==> src/inc/afsc_pkg.sv <==
// package of constants for the converter fifo status/control block
package afsc_pkg;
  localparam int DATA_W = 12;
  localparam int WORD_W = 13;
  localparam int FIFO_DEPTH = 8;
  localparam int CNT_W = 4;
  // fifo word loaded at reset: 1000 0000 0000, range bit clear
  localparam logic [12:0] FIFO_RESET_WORD = 13'h0800;
  // status/control field positions
  localparam int BIT_ALMOST_FULL = 11;
  localparam int BIT_THRESH_HI = 10;
  localparam int BIT_THRESH_LO = 8;
  localparam int BIT_AF_DISABLE = 7;
  localparam int BIT_OVERRUN_RST = 6;
  localparam int BIT_RANGE_BLOCK = 5;
  localparam int BIT_EMPTY = 4;
  localparam int BIT_SAMPLE_OOR = 3;
  localparam int BIT_COUNT_HI = 2;
  // control reset values
  localparam logic [2:0] THRESH_RESET = 3'h0;
  localparam logic AF_DISABLE_RESET = 1'b0;
  localparam logic OUT_BLOCK_RESET = 1'b0;
  // conversion timing
  localparam int CLK_MHZ = 200;
  localparam int CONV_TIME_NS = 7000;
  localparam int CONV_CYCLES = (CONV_TIME_NS * CLK_MHZ) / 1000;
  localparam int HOLD_TIME_NS = 2000;
  localparam int HOLD_CYCLES = (HOLD_TIME_NS * CLK_MHZ) / 1000;
  localparam int TIMER_W = 11;
endpackage

==> src/rtl/afsc_top.sv <==
// converter fifo, status/control register and almost-full logic
//
// The implementer's own choices: the strobed register port and the address map.
`timescale 1ns/100ps

// ---------------------------------------------------------------
// result fifo with valid/ready on both sides
// ---------------------------------------------------------------
module afsc_fifo #(
  parameter int WIDTH = 13,
  parameter int DEPTH = 8,
  parameter logic [WIDTH-1:0] INIT = '0
) (
  input wire logic clk,
  input wire logic arst_n,
  input wire logic ce,
  input wire logic flush,
  input wire logic in_valid,
  output logic in_ready,
  input wire logic [WIDTH-1:0] in_data,
  output logic out_valid,
  input wire logic out_ready,
  output logic [WIDTH-1:0] out_data,
  output logic [$clog2(DEPTH):0] count
);
  localparam int AW = $clog2(DEPTH);
  logic [WIDTH-1:0] mem [DEPTH];
  logic [AW-1:0] rd_ptr;
  logic [AW-1:0] wr_ptr;
  logic [AW:0] fill;
  logic [AW-1:0] last_rd;
  wire do_push = in_valid && in_ready;
  wire do_pop = out_valid && out_ready;
  // a full fifo still takes a word when a read frees a slot that cycle
  assign in_ready = (fill != (AW+1)'(DEPTH)) || out_ready;
  assign out_valid = fill != '0;
  // an empty fifo keeps showing the last word read
  assign out_data = out_valid ? mem[rd_ptr] : mem[last_rd];
  assign count = fill;

  always_ff @(posedge clk or negedge arst_n)
  begin
    if (!arst_n)
    begin
      rd_ptr <= '0;
      wr_ptr <= '0;
      fill <= '0;
      last_rd <= '0;
    end
    else if (ce)
    begin
      if (flush)
      begin
        rd_ptr <= '0;
        wr_ptr <= '0;
        fill <= '0;
        last_rd <= '0;
      end
      else
      begin
        if (do_push)
          wr_ptr <= wr_ptr + 1'b1;
        if (do_pop)
        begin
          last_rd <= rd_ptr;
          rd_ptr <= rd_ptr + 1'b1;
        end
        fill <= fill + (AW+1)'(do_push) - (AW+1)'(do_pop);
      end
    end
  end

  genvar i;
  generate
    for (i = 0; i < DEPTH; i++)
    begin : g_word
      always_ff @(posedge clk or negedge arst_n)
      begin
        if (!arst_n)
          mem[i] <= INIT;
        else if (ce && flush)
          mem[i] <= INIT;
        else if (ce && do_push && wr_ptr == AW'(i))
          mem[i] <= in_data;
      end
    end
  endgenerate
endmodule

// ---------------------------------------------------------------
// top: conversion sequencing and register interface
// ---------------------------------------------------------------
module afsc_top #(
  parameter int DEPTH = afsc_pkg::FIFO_DEPTH,
  parameter int CONV_CYCLES = afsc_pkg::CONV_CYCLES,
  parameter int HOLD_CYCLES = afsc_pkg::HOLD_CYCLES
) (
  input wire logic REF_CLK,
  input wire logic ARST_N,
  input wire logic CE,
  input wire logic CONVERSION_START_STROBE,
  input wire logic [11:0] RESULT_IN,
  input wire logic RESULT_OOR,
  input wire logic REGISTER_SELECT,
  input wire logic [2:0] ADDR,
  input wire logic [11:0] WDATA,
  input wire logic WR,
  input wire logic RD,
  output logic [11:0] RDATA,
  output logic DATA_LINES_OE_N,
  output logic HOLD,
  output logic BUSY_N,
  output logic ALMOST_FULL_N
);
  typedef enum logic [2:0] {
    AFSC_IDLE = 3'b001,
    AFSC_HOLD = 3'b010,
    AFSC_CONV = 3'b100
  } afsc_state_t;

  afsc_state_t state;
  afsc_state_t next_state;
  logic [afsc_pkg::TIMER_W-1:0] timer;
  logic start_meta, start_sync, start_prev;
  logic [2:0] thresh;
  logic af_disable;
  logic output_block_during_busy;
  logic overrun;
  logic range_seen;
  logic [12:0] fifo_out;
  logic fifo_valid;
  logic fifo_in_ready;
  logic [3:0] fifo_count;
  logic soft_reset;

  // start is asynchronous to the clock and the bus: two flops then edge
  wire start_rise = start_sync && !start_prev;
  wire conv_done = (state == AFSC_CONV) && (timer == '0);
  wire push = conv_done && fifo_in_ready;
  wire reg_wr = WR && REGISTER_SELECT;
  wire data_rd = RD && !REGISTER_SELECT;
  wire fifo_empty = !fifo_valid;
  // ---------------------------------------------------------------
  // almost-full evaluation
  // ---------------------------------------------------------------
  // a register write judges the flag with the values being written, so a
  // new threshold or disable acts at once instead of at the next conversion
  wire [2:0] thresh_eff = reg_wr ?
    WDATA[afsc_pkg::BIT_THRESH_HI:afsc_pkg::BIT_THRESH_LO] : thresh;
  wire af_dis_eff = reg_wr ? WDATA[afsc_pkg::BIT_AF_DISABLE] : af_disable;
  // threshold code n fires at n+1 words, giving 1 to 8
  wire [3:0] thresh_words = {1'b0, thresh_eff} + 4'h1;
  wire [3:0] count_after = fifo_count + 4'(push) - 4'(data_rd && fifo_valid);
  wire at_thresh = count_after >= thresh_words;
  wire next_af_n = af_dis_eff || !at_thresh;
  wire [2:0] word_count = (fifo_count == 4'h0) ? 3'h0 : 3'(fifo_count - 4'h1);
  wire [11:0] status_word = {ALMOST_FULL_N, thresh, af_disable, overrun,
    range_seen, fifo_empty, fifo_out[12] && fifo_valid, word_count};
  wire [11:0] next_rdata = REGISTER_SELECT ? status_word : fifo_out[11:0];
  wire bus_block = !output_block_during_busy && !BUSY_N;

  // ---------------------------------------------------------------
  // state decode
  // ---------------------------------------------------------------
  always_comb
  begin
    next_state = state;
    case (state)
      AFSC_IDLE: if (start_rise) next_state = AFSC_HOLD;
      AFSC_HOLD: if (timer == '0) next_state = AFSC_CONV;
      AFSC_CONV: if (timer == '0) next_state = AFSC_IDLE;
      default: next_state = AFSC_IDLE;
    endcase
  end

  // ---------------------------------------------------------------
  // conversion sequencing
  // ---------------------------------------------------------------
  // single clock domain with counted phases, so clock duty is irrelevant
  always_ff @(posedge REF_CLK or negedge ARST_N)
  begin
    if (!ARST_N)
    begin
      start_meta <= 1'b0;
      start_sync <= 1'b0;
      start_prev <= 1'b0;
      state <= AFSC_IDLE;
      timer <= '0;
      HOLD <= 1'b0;
      BUSY_N <= 1'b1;
    end
    else if (CE)
    begin
      start_meta <= CONVERSION_START_STROBE;
      start_sync <= start_meta;
      start_prev <= start_sync;
      state <= next_state;
      if (state == AFSC_IDLE && start_rise)
        timer <= afsc_pkg::TIMER_W'(HOLD_CYCLES - 1);
      else if (state == AFSC_HOLD && timer == '0)
        timer <= afsc_pkg::TIMER_W'(CONV_CYCLES - HOLD_CYCLES - 1);
      else if (timer != '0)
        timer <= timer - 1'b1;
      HOLD <= (next_state != AFSC_IDLE);
      BUSY_N <= (next_state != AFSC_HOLD);
    end
  end

  // ---------------------------------------------------------------
  // status/control register
  // ---------------------------------------------------------------
  always_ff @(posedge REF_CLK or negedge ARST_N)
  begin
    if (!ARST_N)
    begin
      thresh <= afsc_pkg::THRESH_RESET;
      af_disable <= afsc_pkg::AF_DISABLE_RESET;
      output_block_during_busy <= afsc_pkg::OUT_BLOCK_RESET;
      overrun <= 1'b0;
      range_seen <= 1'b0;
      soft_reset <= 1'b0;
      ALMOST_FULL_N <= 1'b1;
      RDATA <= '0;
      DATA_LINES_OE_N <= 1'b1;
    end
    else if (CE)
    begin
      soft_reset <= reg_wr && WDATA[afsc_pkg::BIT_OVERRUN_RST];
      if (soft_reset)
      begin
        thresh <= afsc_pkg::THRESH_RESET;
        af_disable <= afsc_pkg::AF_DISABLE_RESET;
        output_block_during_busy <= afsc_pkg::OUT_BLOCK_RESET;
        overrun <= 1'b0;
        range_seen <= 1'b0;
        ALMOST_FULL_N <= 1'b1;
      end
      else
      begin
        if (reg_wr)
        begin
          thresh <= WDATA[afsc_pkg::BIT_THRESH_HI:afsc_pkg::BIT_THRESH_LO];
          af_disable <= WDATA[afsc_pkg::BIT_AF_DISABLE];
          output_block_during_busy <= WDATA[afsc_pkg::BIT_RANGE_BLOCK];
        end
        // sets win over nothing else clearing them but reset
        if (conv_done && !fifo_in_ready)
          overrun <= 1'b1;
        if (push && RESULT_OOR)
          range_seen <= 1'b1;
        // refresh at conversion end, release on data read, honour disable
        if (conv_done || data_rd || reg_wr)
          ALMOST_FULL_N <= next_af_n;
        else if (af_disable)
          ALMOST_FULL_N <= 1'b1;
      end
      if (RD)
        RDATA <= bus_block ? 12'h000 : next_rdata;
      DATA_LINES_OE_N <= !(RD && !bus_block);
    end
  end

  // ---------------------------------------------------------------
  // result fifo
  // ---------------------------------------------------------------
  // the soft reset flushes it the same way as the reset pin
  afsc_fifo #(
    .WIDTH(afsc_pkg::WORD_W),
    .DEPTH(DEPTH),
    .INIT(afsc_pkg::FIFO_RESET_WORD)
  ) u_fifo (
    .clk(REF_CLK),
    .arst_n(ARST_N),
    .ce(CE),
    .flush(soft_reset),
    .in_valid(conv_done),
    .in_ready(fifo_in_ready),
    .in_data({RESULT_OOR, RESULT_IN}),
    .out_valid(fifo_valid),
    .out_ready(data_rd),
    .out_data(fifo_out),
    .count(fifo_count)
  );
endmodule

==> config.mk <==
export PLATFORM = sky130hd
export DESIGN_NAME = afsc_top
export DESIGN_NICKNAME = d
export VERILOG_FILES = /design/src/inc/afsc_pkg.sv /design/src/rtl/afsc_top.sv
export SDC_FILE = /design/constraint.sdc
export NUM_CORES = 1
export LEC_CHECK = 0
export BUFFER_PORTS_ARGS = -buffer_cell sky130_fd_sc_hd__clkbuf_2
export CAP_MARGIN = 5
export CORE_MARGIN = 5
export CORE_UTILIZATION = 56
export CTS_CLUSTER_SIZE = 30
export DETAILED_ROUTE_END_ITERATION = 8
export GPL_ROUTABILITY_DRIVEN = 0
export PLACE_DENSITY = 0.77
export SETUP_SLACK_MARGIN = 0.1
export SLEW_MARGIN = 20
export SYNTH_ARGS = -nofsm -noshare
export SYNTH_HDL_FRONTEND = slang
export SYNTH_HIERARCHICAL = 1
export SYNTH_SLANG_ARGS = --single-unit
==> constraint.sdc <==
create_clock -name REF_CLK -period 3.3 [get_ports REF_CLK]
set_input_delay 0.495 -clock REF_CLK [delete_from_list [all_inputs] [get_ports REF_CLK]]
set_output_delay 0.495 -clock REF_CLK [all_outputs]
set_load 0.005 [all_outputs]
==> Word-level counts from Yosys, hierarchy flattened <==
Cells that the tools add are included.
{ "op_classes": {"mux": 53, "magnitude_cmp": 3, "n_eq_ne": 13, "bitwise": 2, "n_reduce_logical": 65, "add_sub_neg": 7} }
{ "op_table": {"columns": ["cell", "count"], "rows": [
  ["$mux 13", 21],
  ["$bmux 13 s3", 2],
  ["$mux 3", 12],
  ["$mux 11", 3],
  ["$reduce_bool 2->1", 13],
  ["$logic_and 1x1->1", 24],
  ["$mux 12", 2],
  ["$reduce_and 2->1", 8],
  ["$eq 3x3->1 const B", 5],
  ["$logic_not 11->1", 1],
  ["$mux 1", 11],
  ["$reduce_bool 11->1", 1],
  ["$sub 11x1->11 const B", 1],
  ["$eq 3x2->1 const B", 3],
  ["$logic_not 1->1", 9],
  ["$pmux 3 s3", 1],
  ["$ge 4x4->1 const B", 2],
  ["$not 3->4", 2],
  ["$add 3x1->3 const B", 2],
  ["$eq 3x1->1 const B", 2],
  ["$reduce_bool 3->1", 2],
  ["$add 3x1->4 const B", 1],
  ["$add 4x1->4", 1],
  ["$ge 4x4->1", 1],
  ["10 further kinds", 13]
]} }
{ "word_totals": {"register_bits": 158, "elab_cells": 171, "out_inout_bits": 16, "in_bits": 35} }

==> Longest topological paths before layout <==
Gate-level depths: netlist of run 1.
{ "logic_depth": {"ltp_word": 11, "mapped_depth": 17, "mapped_depth_nobuf": 16} }

==> Cells and area by module <==
Netlist of run 1, hierarchy kept.
{ "modules_own_cells": {"columns": ["mod", "seq_area_each_um2", "n_inst", "cells_each", "area_each_um2"], "rows": [
  ["afsc_fifo", 2937.8, 1, 575, 6737.7],
  ["afsc_top", 1031.0, 1, 250, 2433.6]
]} }

==> Worst setup path before layout of run 1 <==
Ideal clock, no wire load.
{ "synth_path": {"path_kind": "register to register", "from": "reg timer[0] (netlist bit)", "to": "reg ALMOST_FULL_N", "n_path_buf": 0, "t_required_ps": 3240, "stages_incl_launch_ff": 17, "setup_time_ps": 60, "synth_period_minus_slack_ps": 3651, "arrival_time_ps": 3591, "setup_slack_ps": -351, "cell_sequence": "dfrtp_1 > inv_1 > ha_1 > or4b_4 > nor4_2 > nand2_1 > ha_1 > inv_1 > ha_1 > inv_1 > fa_1 > inv_1 > ha_1 > o21ai_0 > a21oi_1 > o311ai_0 > o22a_1"} }
{ "synth_via": {"elab_chain_cells": 10, "word_cells_on_any_way": 14, "cone_classes": "add/sub (2); order compare (1); mux (2); reduce/logical (9)"} }
{ "synth_rtl": {"columns": ["item", "line_no", "text"], "rows": [
  ["start, declared", "afsc_top.sv:123", "logic [afsc_pkg::TIMER_W-1:0] timer;"],
  ["start signal, assigned", "afsc_top.sv:199", "timer <= afsc_pkg::TIMER_W'(HOLD_CYCLES - 1);"],
  ["start signal, assigned", "afsc_top.sv:201", "timer <= afsc_pkg::TIMER_W'(CONV_CYCLES - HOLD_CYCLES - 1);"],
  ["start signal, assigned", "afsc_top.sv:203", "timer <= timer - 1'b1;"],
  ["$logic_not 11->1 (*)", "afsc_top.sv:138", "wire conv_done = (state == AFSC_CONV) && (timer == '0);"],
  ["$logic_and 1x1->1 (*)", "afsc_top.sv:138", null],
  ["named net conv_done", "afsc_top.sv:138", null],
  ["$logic_and 1x1->1", "afsc_top.sv:139", "wire push = conv_done && fifo_in_ready;"],
  ["$add 4x1->4", "afsc_top.sv:153", "wire [3:0] count_after = fifo_count + 4'(push) - 4'(data_rd && fifo_valid);"],
  ["$sub 4x1->4", "afsc_top.sv:153", null],
  ["$ge 4x4->1", "afsc_top.sv:154", "wire at_thresh = count_after >= thresh_words;"],
  ["$logic_not 1->1", "afsc_top.sv:155", "wire next_af_n = af_dis_eff || !at_thresh;"],
  ["$logic_or 1x1->1", "afsc_top.sv:155", null],
  ["$mux 1", "afsc_top.sv:252", "if (conv_done || data_rd || reg_wr)"],
  ["$mux 1", "afsc_top.sv:229", "if (soft_reset)"],
  ["end signal, assigned", "afsc_top.sv:253", "ALMOST_FULL_N <= next_af_n;"],
  ["end, declared", "afsc_top.sv:113", "output logic ALMOST_FULL_N"]
]} }
Mark *: on every way through the listed nets, which the timed path passes. The rest lies on a longest branch.
A chain may end at the register's enable or synchronous reset.

==> Worst setup path after layout of run 1 <==
Ends and elaborated chain as after synthesis.

==> results.toml, run 1 <==
[timing]
worst_slew_pin_slew_ps = 956.6
min_period_over_period = 1.054
fin_worst_skew_ps = 11.62
period_minus_slack_ps = 3477
maxSlewHeadroom = 0.3595
finalSetupViolCount = 1
rsz0062_at_grt = "yes"
hold_violations = 0
drv_slew = 0
fmaxAchievable_ghz = 0.2876
worst_slack_ps = -177.0

[global_route]
grt_pass1_wl_mm = 36.05
grt_antenna_before_repair = 0
grt_usage = 0.2463
grt_remaining_overflow = 0
grt_max_degree = 70
grt_pass1_vias = 6795

[route]
vias = 6807
drt_iter0_markers = 679
viasPerCell = 6.199
drtPass1Iterations = 6
routed_wl_mm = 22.12
routedWlPerCell_um = 20.14
drc_errors = 0
detail-route-antenna-nets = 0

[critical_path]
endpoint_kind = "flip-flop"
path_max_fanout = 6
crit_chain = "inv_1, ha_1, or4b_4, nor4_4, nand2_1, ha_1, inv_1, ha_1, inv_1, fa_1, xnor2_1, ha_1, o21ai_1, a21oi_1, o311ai_1, o22a_1"
rrSetupSlack_ps = -180
max_stage_delay_ps = 520
critPathLaunchType = "flip-flop"
cp.arrival_ps = 3840
r2r_start = "timer[0]$_DFFE_PN0P_"
r2r_cells = 16
critPathKind = "reg -> reg"
required_ps = 3670
cp_slowest_cell = "or4b_4"
crit_top_cell = "ha_1"
timing.rr.end = "ALMOST_FULL_N$_DFFE_PN1P_"

[pwr]
leakage_nw = 5.254
power_w = 0.006819
p_seq_frac = 0.368
switchingPower_w = 0.002368
p_int_w = 0.004451
clock_power_share = 0.300
pwr_density_cell_mw_per_mm2 = 664.2
combPwrFrac = 0.332
vdd_ir_drop_max_mv = 0.4311
swShare = 0.3473

[status]
status = "finished, violations left"
violations = "negative setup slack"

[synthesis]
yosys_warnings = 6
yosys.cell_types.count = 66
ys_seq_area_frac = 0.4327
synth_mux_area_frac = 0.2319
synthArstFlopShare = 1.000
synth_xor_area_frac = 0.005730
synth_ff_type = "dfrtp_1"
synth-simple-area-share = 0.1330
synth_compound_area_frac = 0.1049
synthesis.area_sq_mm = 0.009171
synthCells = 825
synth_top_family_by_area = "multiplexers"
synth_fa_ha_area_frac = 0.03847
avgSynthCellArea_sq_um = 11.12
synth_seq_cells = 158
syn-num-nets = 887
synth_edf_count = 0

[die]
ios = 51
initial_core_util = 0.5732
die-area_sq_mm = 0.01904
rows = 46
coreArea_sq_mm = 0.01600
die_w_um = 138.0
fp.dieH_um = 138.0

[clock_tree]
clk_pin_slew_ps = 70
htree_levels = 4
clock-sinks = 158
cts-resized-gates = 0
cts_tree = "yes"
clockBufferDepth = 2
root_buffer = "clkbuf_16"
cts_made_buffers = 17
insertion_delay_ps = 430

[final_layout]
diodes = 0
layout_common_cells = "dfrtp_1 (144), mux2i_1 (91), nor2_1 (86)"
drive_gt1_frac = 0.2290
final_nets = 931
mostFrequentLayoutCell = "dfrtp_1"
fin_cells = 1098
syn2layout_area_growth_pct = 11.95

[flow_run]
max-cap-violations = 0

[placement]
dp_hpwl_mm = 14.24
numPlacedInstances = 1066
numPortBuffers = 41

[worst_hold_path]
hold_class = "in -> async"
## power groups by stage
| stage | registers, W | clock network [W] | logic, W |
|---|---|---|---|
| after global placement | 0.00253 | 0 | 0.00217 |
| after CTS | 0.00251 | 0.00207 | 0.00224 |
| final | 0.00251 | 0.00205 | 0.00227 |
| after detailed placement | 0.00254 | 0 | 0.00222 |
| after floorplan | 0.00237 | 0 | 0.00158 |
| after global routing | 0.00255 | 0.00216 | 0.00247 |
## critical path, delay by kind of cell (launching register included)
kind                     cells  cell delay, ps
buffers and inverters        3             200
XOR/XNOR                     1             190
AND/OR/NAND/NOR              3             830
flip-flops                   1             380
AO/OA/AOI/OAI                4             560
adder cells (fa/ha/maj)      5            1260
## what timing repair did
action | CTS | global route
hold buffers | 0 | 0
endpoints found under the setup margin | 1 | 4
buffers inserted | 0 | 0
## cells by family after synthesis
family | after synthesis
xor+xnor | 6
simple gates | 245
compound gates | 147
fa+ha+maj | 27
buf+inv | 95
mux | 147
flops | 158
## registers in the layout (all words and copies together) (netlist names), 3 cells and up
signal and flops:
state 3, thresh 3, RDATA 12, u_fifo/last_rd 3, u_fifo/count 4, timer 11
u_fifo/mem 104, u_fifo/rd_ptr 3, u_fifo/wr_ptr 3
## cells in the mapped netlist, types with 15 or more instances
library cell,count,area (sq um)
ha_1,25,312.8
nand3_1,26,130.1
a21oi_1,16,80.08
a31oi_1,15,93.84
nand2_1,71,266.5
dfrtp_1,146,3654
mux4_2,52,1171
inv_1,33,123.9
o21ai_0,47,235.2
nor2_1,86,322.8
clkbuf_1,31,116.4
mux2i_1,91,910.9
o22ai_1,21,131.4
## worst max path at each step
stage,start,end,cells past startpoint,slack [ps]
6_report,timer[0]$_DFFE_PN0P_,ALMOST_FULL_N$_DFFE_PN1P_,16,-180
5_1_grt,timer[0]$_DFFE_PN0P_,ALMOST_FULL_N$_DFFE_PN1P_,16,-380
4_1_cts,timer[0]$_DFFE_PN0P_,ALMOST_FULL_N$_DFFE_PN1P_,16,-190
3_5_place_dp,timer[0]$_DFFE_PN0P_,ALMOST_FULL_N$_DFFE_PN1P_,16,-150
3_3_place_gp,timer[0]$_DFFE_PN0P_,ALMOST_FULL_N$_DFFE_PN1P_,16,-90
2_1_floorplan,timer[3]$_DFFE_PN0P_,ALMOST_FULL_N$_DFFE_PN1P_,15,-130
## routing by layer
metal,vias to the layer above,GRT usage,share of wire
met3,35,0.06459,0.075
met5,-,0,0
met1,3404,0.3339,0.43
li1,3114,-,-
met4,0,0.06037,0.017
met2,254,0.3999,0.48
## through the flow
step	worst slack [ps]	hold WS (ps)	cell area [sq um]	utilization	TNS (ps)
2_1_floorplan	-133.3	199.4	9188	-	-133.3
5_1_grt	-381.6	94.78	10270	0.6417	-381.6
4_1_cts	-191.4	81.71	10270	0.6417	-191.4
6_report	-177.0	54.55	10270	0.6417	-177.0
3_3_place_gp	-86.20	462.2	9652	0.6032	-86.20
3_5_place_dp	-145.2	478.6	9652	0.6032	-145.2
## final cells by class
cell class                      instances  area, sq um
Clock buffer                           21        460.4
Clock inverter                         11        155.1
Fill cell                            1251         5733
Inverter                               35        131.4
Multi-Input combinational cell        572         4725
Sequential cell                       158         3971
Tap cell                              216        270.3
Timing Repair Buffer                   85        554.3
(Power assumes the default switching activity.)
==> run 2: changes to the inputs <==
--- a/config.mk
+++ b/config.mk
@@ -8,12 +8,11 @@
 export BUFFER_PORTS_ARGS = -buffer_cell sky130_fd_sc_hd__clkbuf_2
 export CAP_MARGIN = 5
 export CORE_MARGIN = 5
-export CORE_UTILIZATION = 56
+export CORE_UTILIZATION = 62
 export CTS_CLUSTER_SIZE = 30
 export DETAILED_ROUTE_END_ITERATION = 8
 export GPL_ROUTABILITY_DRIVEN = 0
-export PLACE_DENSITY = 0.77
-export SETUP_SLACK_MARGIN = 0.1
+export PLACE_DENSITY = 0.81
 export SLEW_MARGIN = 20
 export SYNTH_ARGS = -nofsm -noshare
 export SYNTH_HDL_FRONTEND = slang
==> constraint.sdc (replaced) <==
create_clock -name REF_CLK -period 3.47 [get_ports REF_CLK]
set_input_delay 0.5205 -clock REF_CLK [delete_from_list [all_inputs] [get_ports REF_CLK]]
set_output_delay 0.5205 -clock REF_CLK [all_outputs]
set_load 0.005 [all_outputs]
==> results.toml, run 2 (same netlist as run 1, synthesis figures left out) <==
[status]
status = "finished, violations left"
violations = "negative setup slack"

[route]
routed_wl_mm = 23.23
drc_errors = 0
vias = 7163
drtPass1Iterations = 5
viasPerCell = 6.796
detail-route-antenna-nets = 0
routedWlPerCell_um = 22.04
drt_iter0_markers = 812

[final_layout]
top_register = "u_fifo/mem"
largest_reg_flops = 104
final_nets = 919
syn2layout_area_growth_pct = 11.12
fillers = 973
reg.largest.list = "u_fifo/mem: 104 flops, RDATA: 12 flops, timer: 11 flops"
diodes = 0
layout_common_cells = "dfrtp_1 (144), mux2i_1 (91), nor2_1 (85)"
drive_gt1_frac = 0.2379
mostFrequentLayoutCell = "dfrtp_1"
post-route-cell-area_sq_mm = 0.01019
fin_cells = 1054

[global_route]
grt_remaining_overflow = 0
grt_max_degree = 82
grt_usage = 0.2703
grt_antenna_before_repair = 0
grt_pass1_vias = 7283
grt_pass1_wl_mm = 37.67

[critical_path]
critPathLaunchType = "flip-flop"
crit_top_cell = "inv_2"
required_ps = 3840
max_stage_delay_ps = 520
cp_slowest_cell = "fa_2"
crit_chain = "inv_2, ha_4, or4b_4, nor4_4, nand2_1, ha_2, inv_2, ha_4, inv_2, fa_2, inv_2, ha_4, o21ai_2, a21oi_2, o311ai_2, o22a_1"
r2r_start = "timer[1]$_DFFE_PN0P_"
endpoint_kind = "flip-flop"
critPathKind = "reg -> reg"
crit_start = "timer[1]$_DFFE_PN0P_"
path_max_fanout = 3
cp.arrival_ps = 4000

[pwr]
pwr_density_cell_mw_per_mm2 = 637.8
leakage_nw = 5.167
vdd_ir_drop_max_mv = 0.3587
power_w = 0.006500

[clock_tree]
insertion_delay_ps = 430
hold_buffers = 0
root_buffer = "clkbuf_16"
htree_levels = 4
clockBufferDepth = 2
clk_pin_slew_ps = 60
cts_tree = "yes"
clock-sinks = 158
cts_made_buffers = 17

[die]
fp.dieH_um = 131.6
rows = 44
initial_core_util = 0.6310
coreArea_sq_mm = 0.01453
ios = 51
die_w_um = 131.6
die-area_sq_mm = 0.01733

[timing]
finalSetupViolCount = 1
fin_tns_setup_ps = -164.2
worst_slew_pin_slew_ps = 813.7
rsz0062_at_grt = "yes"
drv_slew = 0
fin_worst_skew_ps = 9.371
maxSlewHeadroom = 0.4563
period_minus_slack_ps = 3634
fmaxAchievable_ghz = 0.2752
min_period_over_period = 1.047
hold_violations = 0
worst_slack_ps = -164.2

[placement]
numPlacedInstances = 1022
place_area_sq_mm = 0.009522
dp_hpwl_mm = 14.50
numPortBuffers = 41

[flow_run]
max-cap-violations = 0

[worst_hold_path]
hold_class = "in -> async"
## run 2: changes by cell type in the layout (fill, tap and decap cells not counted), moves of 2 or more
cell	before	now
ha_2	0	2
inv_2	1	6
clkinvlp_4	1	3
inv_1	33	28
ha_1	25	20
ha_4	0	3
buf_4	43	31
inv_6	3	0
## run 2: final cells by class
| type | count | area [sq um] | area share |
|---|---|---|---|
| Clock inverter | 9 | 110.1 | 0.01080 |
| Tap cell | 184 | 230.2 | 0.02259 |
| Timing Repair Buffer | 73 | 464.2 | 0.04555 |
| Sequential cell | 158 | 3971 | 0.3897 |
| Inverter | 35 | 131.4 | 0.01289 |
| Multi-Input combinational cell | 572 | 4806 | 0.4716 |
| Clock buffer | 23 | 478.0 | 0.04690 |
## run 2: repair_timing
| action | CTS | global route |
|---|---|---|
| buffers inserted | 0 | 0 |
| setup endpoints to repair | 1 | 1 |
| resized for setup | 0 | 20 |
| pin swaps | 0 | 9 |
## run 2: power breakdown
part           switching, W  internal, W  leakage [nW]
Combinational       0.00124     0.000996          2.80
Clock              0.000734      0.00112         0.279
Sequential         0.000342      0.00207          2.09
## run 2: final timing paths
path / to / slack (ps) / depth (start not counted)
max in group asynchronous: state[0]$_DFFE_PN1P_ / 2420 / 2
min: u_fifo/count[0]$_DFFE_PN0P_ / 120 / 1
max reg2reg: ALMOST_FULL_N$_DFFE_PN1P_ / -160 / 16
min reg2reg: RDATA[11]$_DFFE_PN0P_ / 480 / 2
min in group REF_CLK: soft_reset$_DFFE_PN0P_ / 320 / 3
max: ALMOST_FULL_N$_DFFE_PN1P_ / -160 / 16
## run 2: worst max-delay path, delay by kind of cell (launching register included)
family                   cells  cell delay, ps
buffers and inverters        4             240
flip-flops                   1             410
AO/OA/AOI/OAI                4             680
adder cells (fa/ha/maj)      5            1310
AND/OR/NAND/NOR              3             940
## run 2: metrics by stage
step,hold slack [ps],utilization,setup WS (ps)
detailed placement,469.9,0.6551,-103.8
global route,177.1,0.7012,-302.8
floorplan,224.9,-,11.39
global placement,463.3,0.6551,59.01
CTS,158.7,0.6956,-126.1
finish,119.4,0.7012,-164.2
## run 2: per-layer routing
layer	track usage	vias to the layer above	routed length (um)
li1	-	3094	-
met1	0.3478	3543	8935
met2	0.4472	446	11600
met3	0.05696	80	1941
met4	0.1149	0	759
met5	0	-	0
==> run 3: changes to the inputs <==
==> constraint.sdc (replaced) <==
create_clock -name REF_CLK -period 3.47 [get_ports REF_CLK]
set_input_delay 0 -clock REF_CLK [delete_from_list [all_inputs] [get_ports REF_CLK]]
set_output_delay 0 -clock REF_CLK [all_outputs]
set_load 0.005 [all_outputs]
==> results.toml, run 3 (same netlist as run 1, synthesis figures left out) <==
[status]
status = "finished, violations left"
violations = "negative setup slack"

[timing]
drv_slew = 0
rsz0062_at_grt = "yes"
fin_worst_skew_ps = 7.657
maxSlewHeadroom = 0.3245
period_minus_slack_ps = 3678
finalSetupViolCount = 1
worst_slew_pin_slew_ps = 1013
worst_slack_ps = -208.2
fin_tns_setup_ps = -208.2
fmaxAchievable_ghz = 0.2719
hold_violations = 0
min_period_over_period = 1.060

[die]
coreArea_sq_mm = 0.01453
initial_core_util = 0.6310
ios = 51
rows = 44
die_w_um = 131.6
die-area_sq_mm = 0.01733
fp.dieH_um = 131.6

[placement]
dp_hpwl_mm = 14.95
numPlacedInstances = 1023
numPortBuffers = 41

[worst_hold_path]
min_from = "WDATA[10]"
min_to = "thresh[2]$_DFFE_PN0P_"
hold_class = "in -> reg"
whs_path_depth = 4

[route]
wl_met2_mm = 11.99
top_layer = "met4"
routedWlPerCell_um = 22.39
drtPass1Iterations = 6
met3_length_mm = 2.104
wirelength_met1_mm = 9.251
vias = 7279
routed_wl_mm = 24.20
viasPerCell = 6.734
drc_errors = 0
detail-route-antenna-nets = 0
drt_iter0_markers = 746

[clock_tree]
clockBufferDepth = 2
cts_made_buffers = 17
clock-sinks = 158
clk_pin_slew_ps = 60
insertion_delay_ps = 430
htree_levels = 4
root_buffer = "clkbuf_16"
cts_tree = "yes"

[critical_path]
required_ps = 3840
max_stage_delay_ps = 520
cp.arrival_ps = 4050
timing.rr.end = "ALMOST_FULL_N$_DFFE_PN1P_"
r2r_start = "timer[1]$_DFFE_PN0P_"
rrSetupSlack_ps = -210
crit_chain = "inv_2, ha_4, or4b_4, nor4_4, nand2_1, ha_1, inv_1, ha_2, inv_2, fa_2, inv_2, ha_4, o21ai_2, a21oi_1, o311ai_1, o22a_1"
r2r_cells = 16
critPathKind = "reg -> reg"
endpoint_kind = "flip-flop"
path_max_fanout = 4
cp_slowest_cell = "fa_2"
critPathLaunchType = "flip-flop"
crit_top_cell = "inv_2"

[global_route]
grt_pass1_vias = 7466
grt_max_degree = 127
grt_pass1_wl_mm = 38.81
grt_antenna_before_repair = 0
grt_remaining_overflow = 0
grt_usage = 0.2791

[final_layout]
multi_input_area_sq_mm = 0.004776
reg.largest.list = "u_fifo/mem: 104 flops, RDATA: 12 flops, timer: 11 flops"
final_nets = 946
fin_cells = 1081
syn2layout_area_growth_pct = 13.81
fillers = 1012
mostFrequentLayoutCell = "dfrtp_1"
drive_gt1_frac = 0.2330
largest_reg_flops = 104
diodes = 0
top_register = "u_fifo/mem"
layout_common_cells = "dfrtp_1 (144), mux2i_1 (91), nor2_1 (86)"
regArea_sq_mm = 0.003971

[pwr]
p_seq_frac = 0.362
swShare = 0.3531
pwr_density_cell_mw_per_mm2 = 635.7
leakage_nw = 5.303
combPwrFrac = 0.345
clock_power_share = 0.294
switchingPower_w = 0.002343
p_int_w = 0.004292
vdd_ir_drop_max_mv = 0.3590

[flow_run]
max-cap-violations = 0
run 3: cell types whose count changed in the layout (fill, tap and decap cells not counted), sizes merged:
cell | before | now
dlygate4sd3 | 0 | 21
buf | 33 | 38
bufinv | 2 | 3
clkinv | 5 | 4
clkinvlp | 3 | 4
run 3: power by group through the flow:
stage / sequential [W] / clock, W / combinational, W
detailed placement: 0.00241 / 0 / 0.00208
global route: 0.00243 / 0.00206 / 0.00248
CTS: 0.00238 / 0.00196 / 0.00212
floorplan: 0.00226 / 0 / 0.00149
finish: 0.00240 / 0.00195 / 0.00229
global placement: 0.00238 / 0 / 0.00198
run 3: worst max-delay path, delay by kind of cell (launching register included):
family / cells / cell delay, ps
buf+inv: 4 / 240
fa+ha+maj: 5 / 1350
simple gates: 3 / 940
flops: 1 / 390
compound gates: 4 / 700
run 3: repair_timing:
item / 4_1_cts / 5_1_grt
pin swaps: 0 / 9
hold buffers: 21 / 0
hold endpoints to repair: 219 / 0
setup buffers: 0 / 5
gates resized for setup: 1 / 12
endpoints found under the setup margin: 1 / 1
run 3: layer usage:
| layer | GRT usage | vias up |
|---|---|---|
| met4 | 0.1160 | 0 |
| li1 | - | 3142 |
| met1 | 0.3483 | 3629 |
| met3 | 0.06881 | 86 |
| met5 | 0 | - |
| met2 | 0.4673 | 422 |
run 3: how the worst max path moves through the flow:
| stage | slack, ps | from | cells after the start | end |
|---|---|---|---|---|
| final | -210 | timer[1]$_DFFE_PN0P_ | 16 | ALMOST_FULL_N$_DFFE_PN1P_ |
| after global routing | -310 | timer[1]$_DFFE_PN0P_ | 16 | ALMOST_FULL_N$_DFFE_PN1P_ |
| after CTS | -100 | timer[1]$_DFFE_PN0P_ | 16 | ALMOST_FULL_N$_DFFE_PN1P_ |
| after detailed placement | -60 | timer[0]$_DFFE_PN0P_ | 16 | ALMOST_FULL_N$_DFFE_PN1P_ |
| after global placement | 60 | timer[1]$_DFFE_PN0P_ | 16 | ALMOST_FULL_N$_DFFE_PN1P_ |
| after floorplan | 30 | timer[2]$_DFFE_PN0P_ | 15 | ALMOST_FULL_N$_DFFE_PN1P_ |
run 3: area by class of cell:
cell class | instances | share of cell area
multi-input combinational | 572 | 0.4576
sequential | 158 | 0.3805
timing repair buffer | 100 | 0.06797
clock buffer | 22 | 0.04639
tap | 184 | 0.02206
clock inverter | 10 | 0.01295
inverter | 35 | 0.01259
run 3: metrics by stage:
stage	cell area, sq um	hold slack [ps]	setup WS [ps]	util	power [W]
5_1_grt	10440	67.16	-310.7	0.7181	0.006959
6_report	10440	34.94	-208.2	0.7181	0.006635
3_5_place_dp	9517	243.6	-58.31	0.6548	0.004483
4_1_cts	10350	27.19	-99.24	0.7121	0.006468
3_3_place_gp	9517	231.8	56.70	0.6548	0.004364
2_1_floorplan	9180	-295.6	27.82	-	0.003748
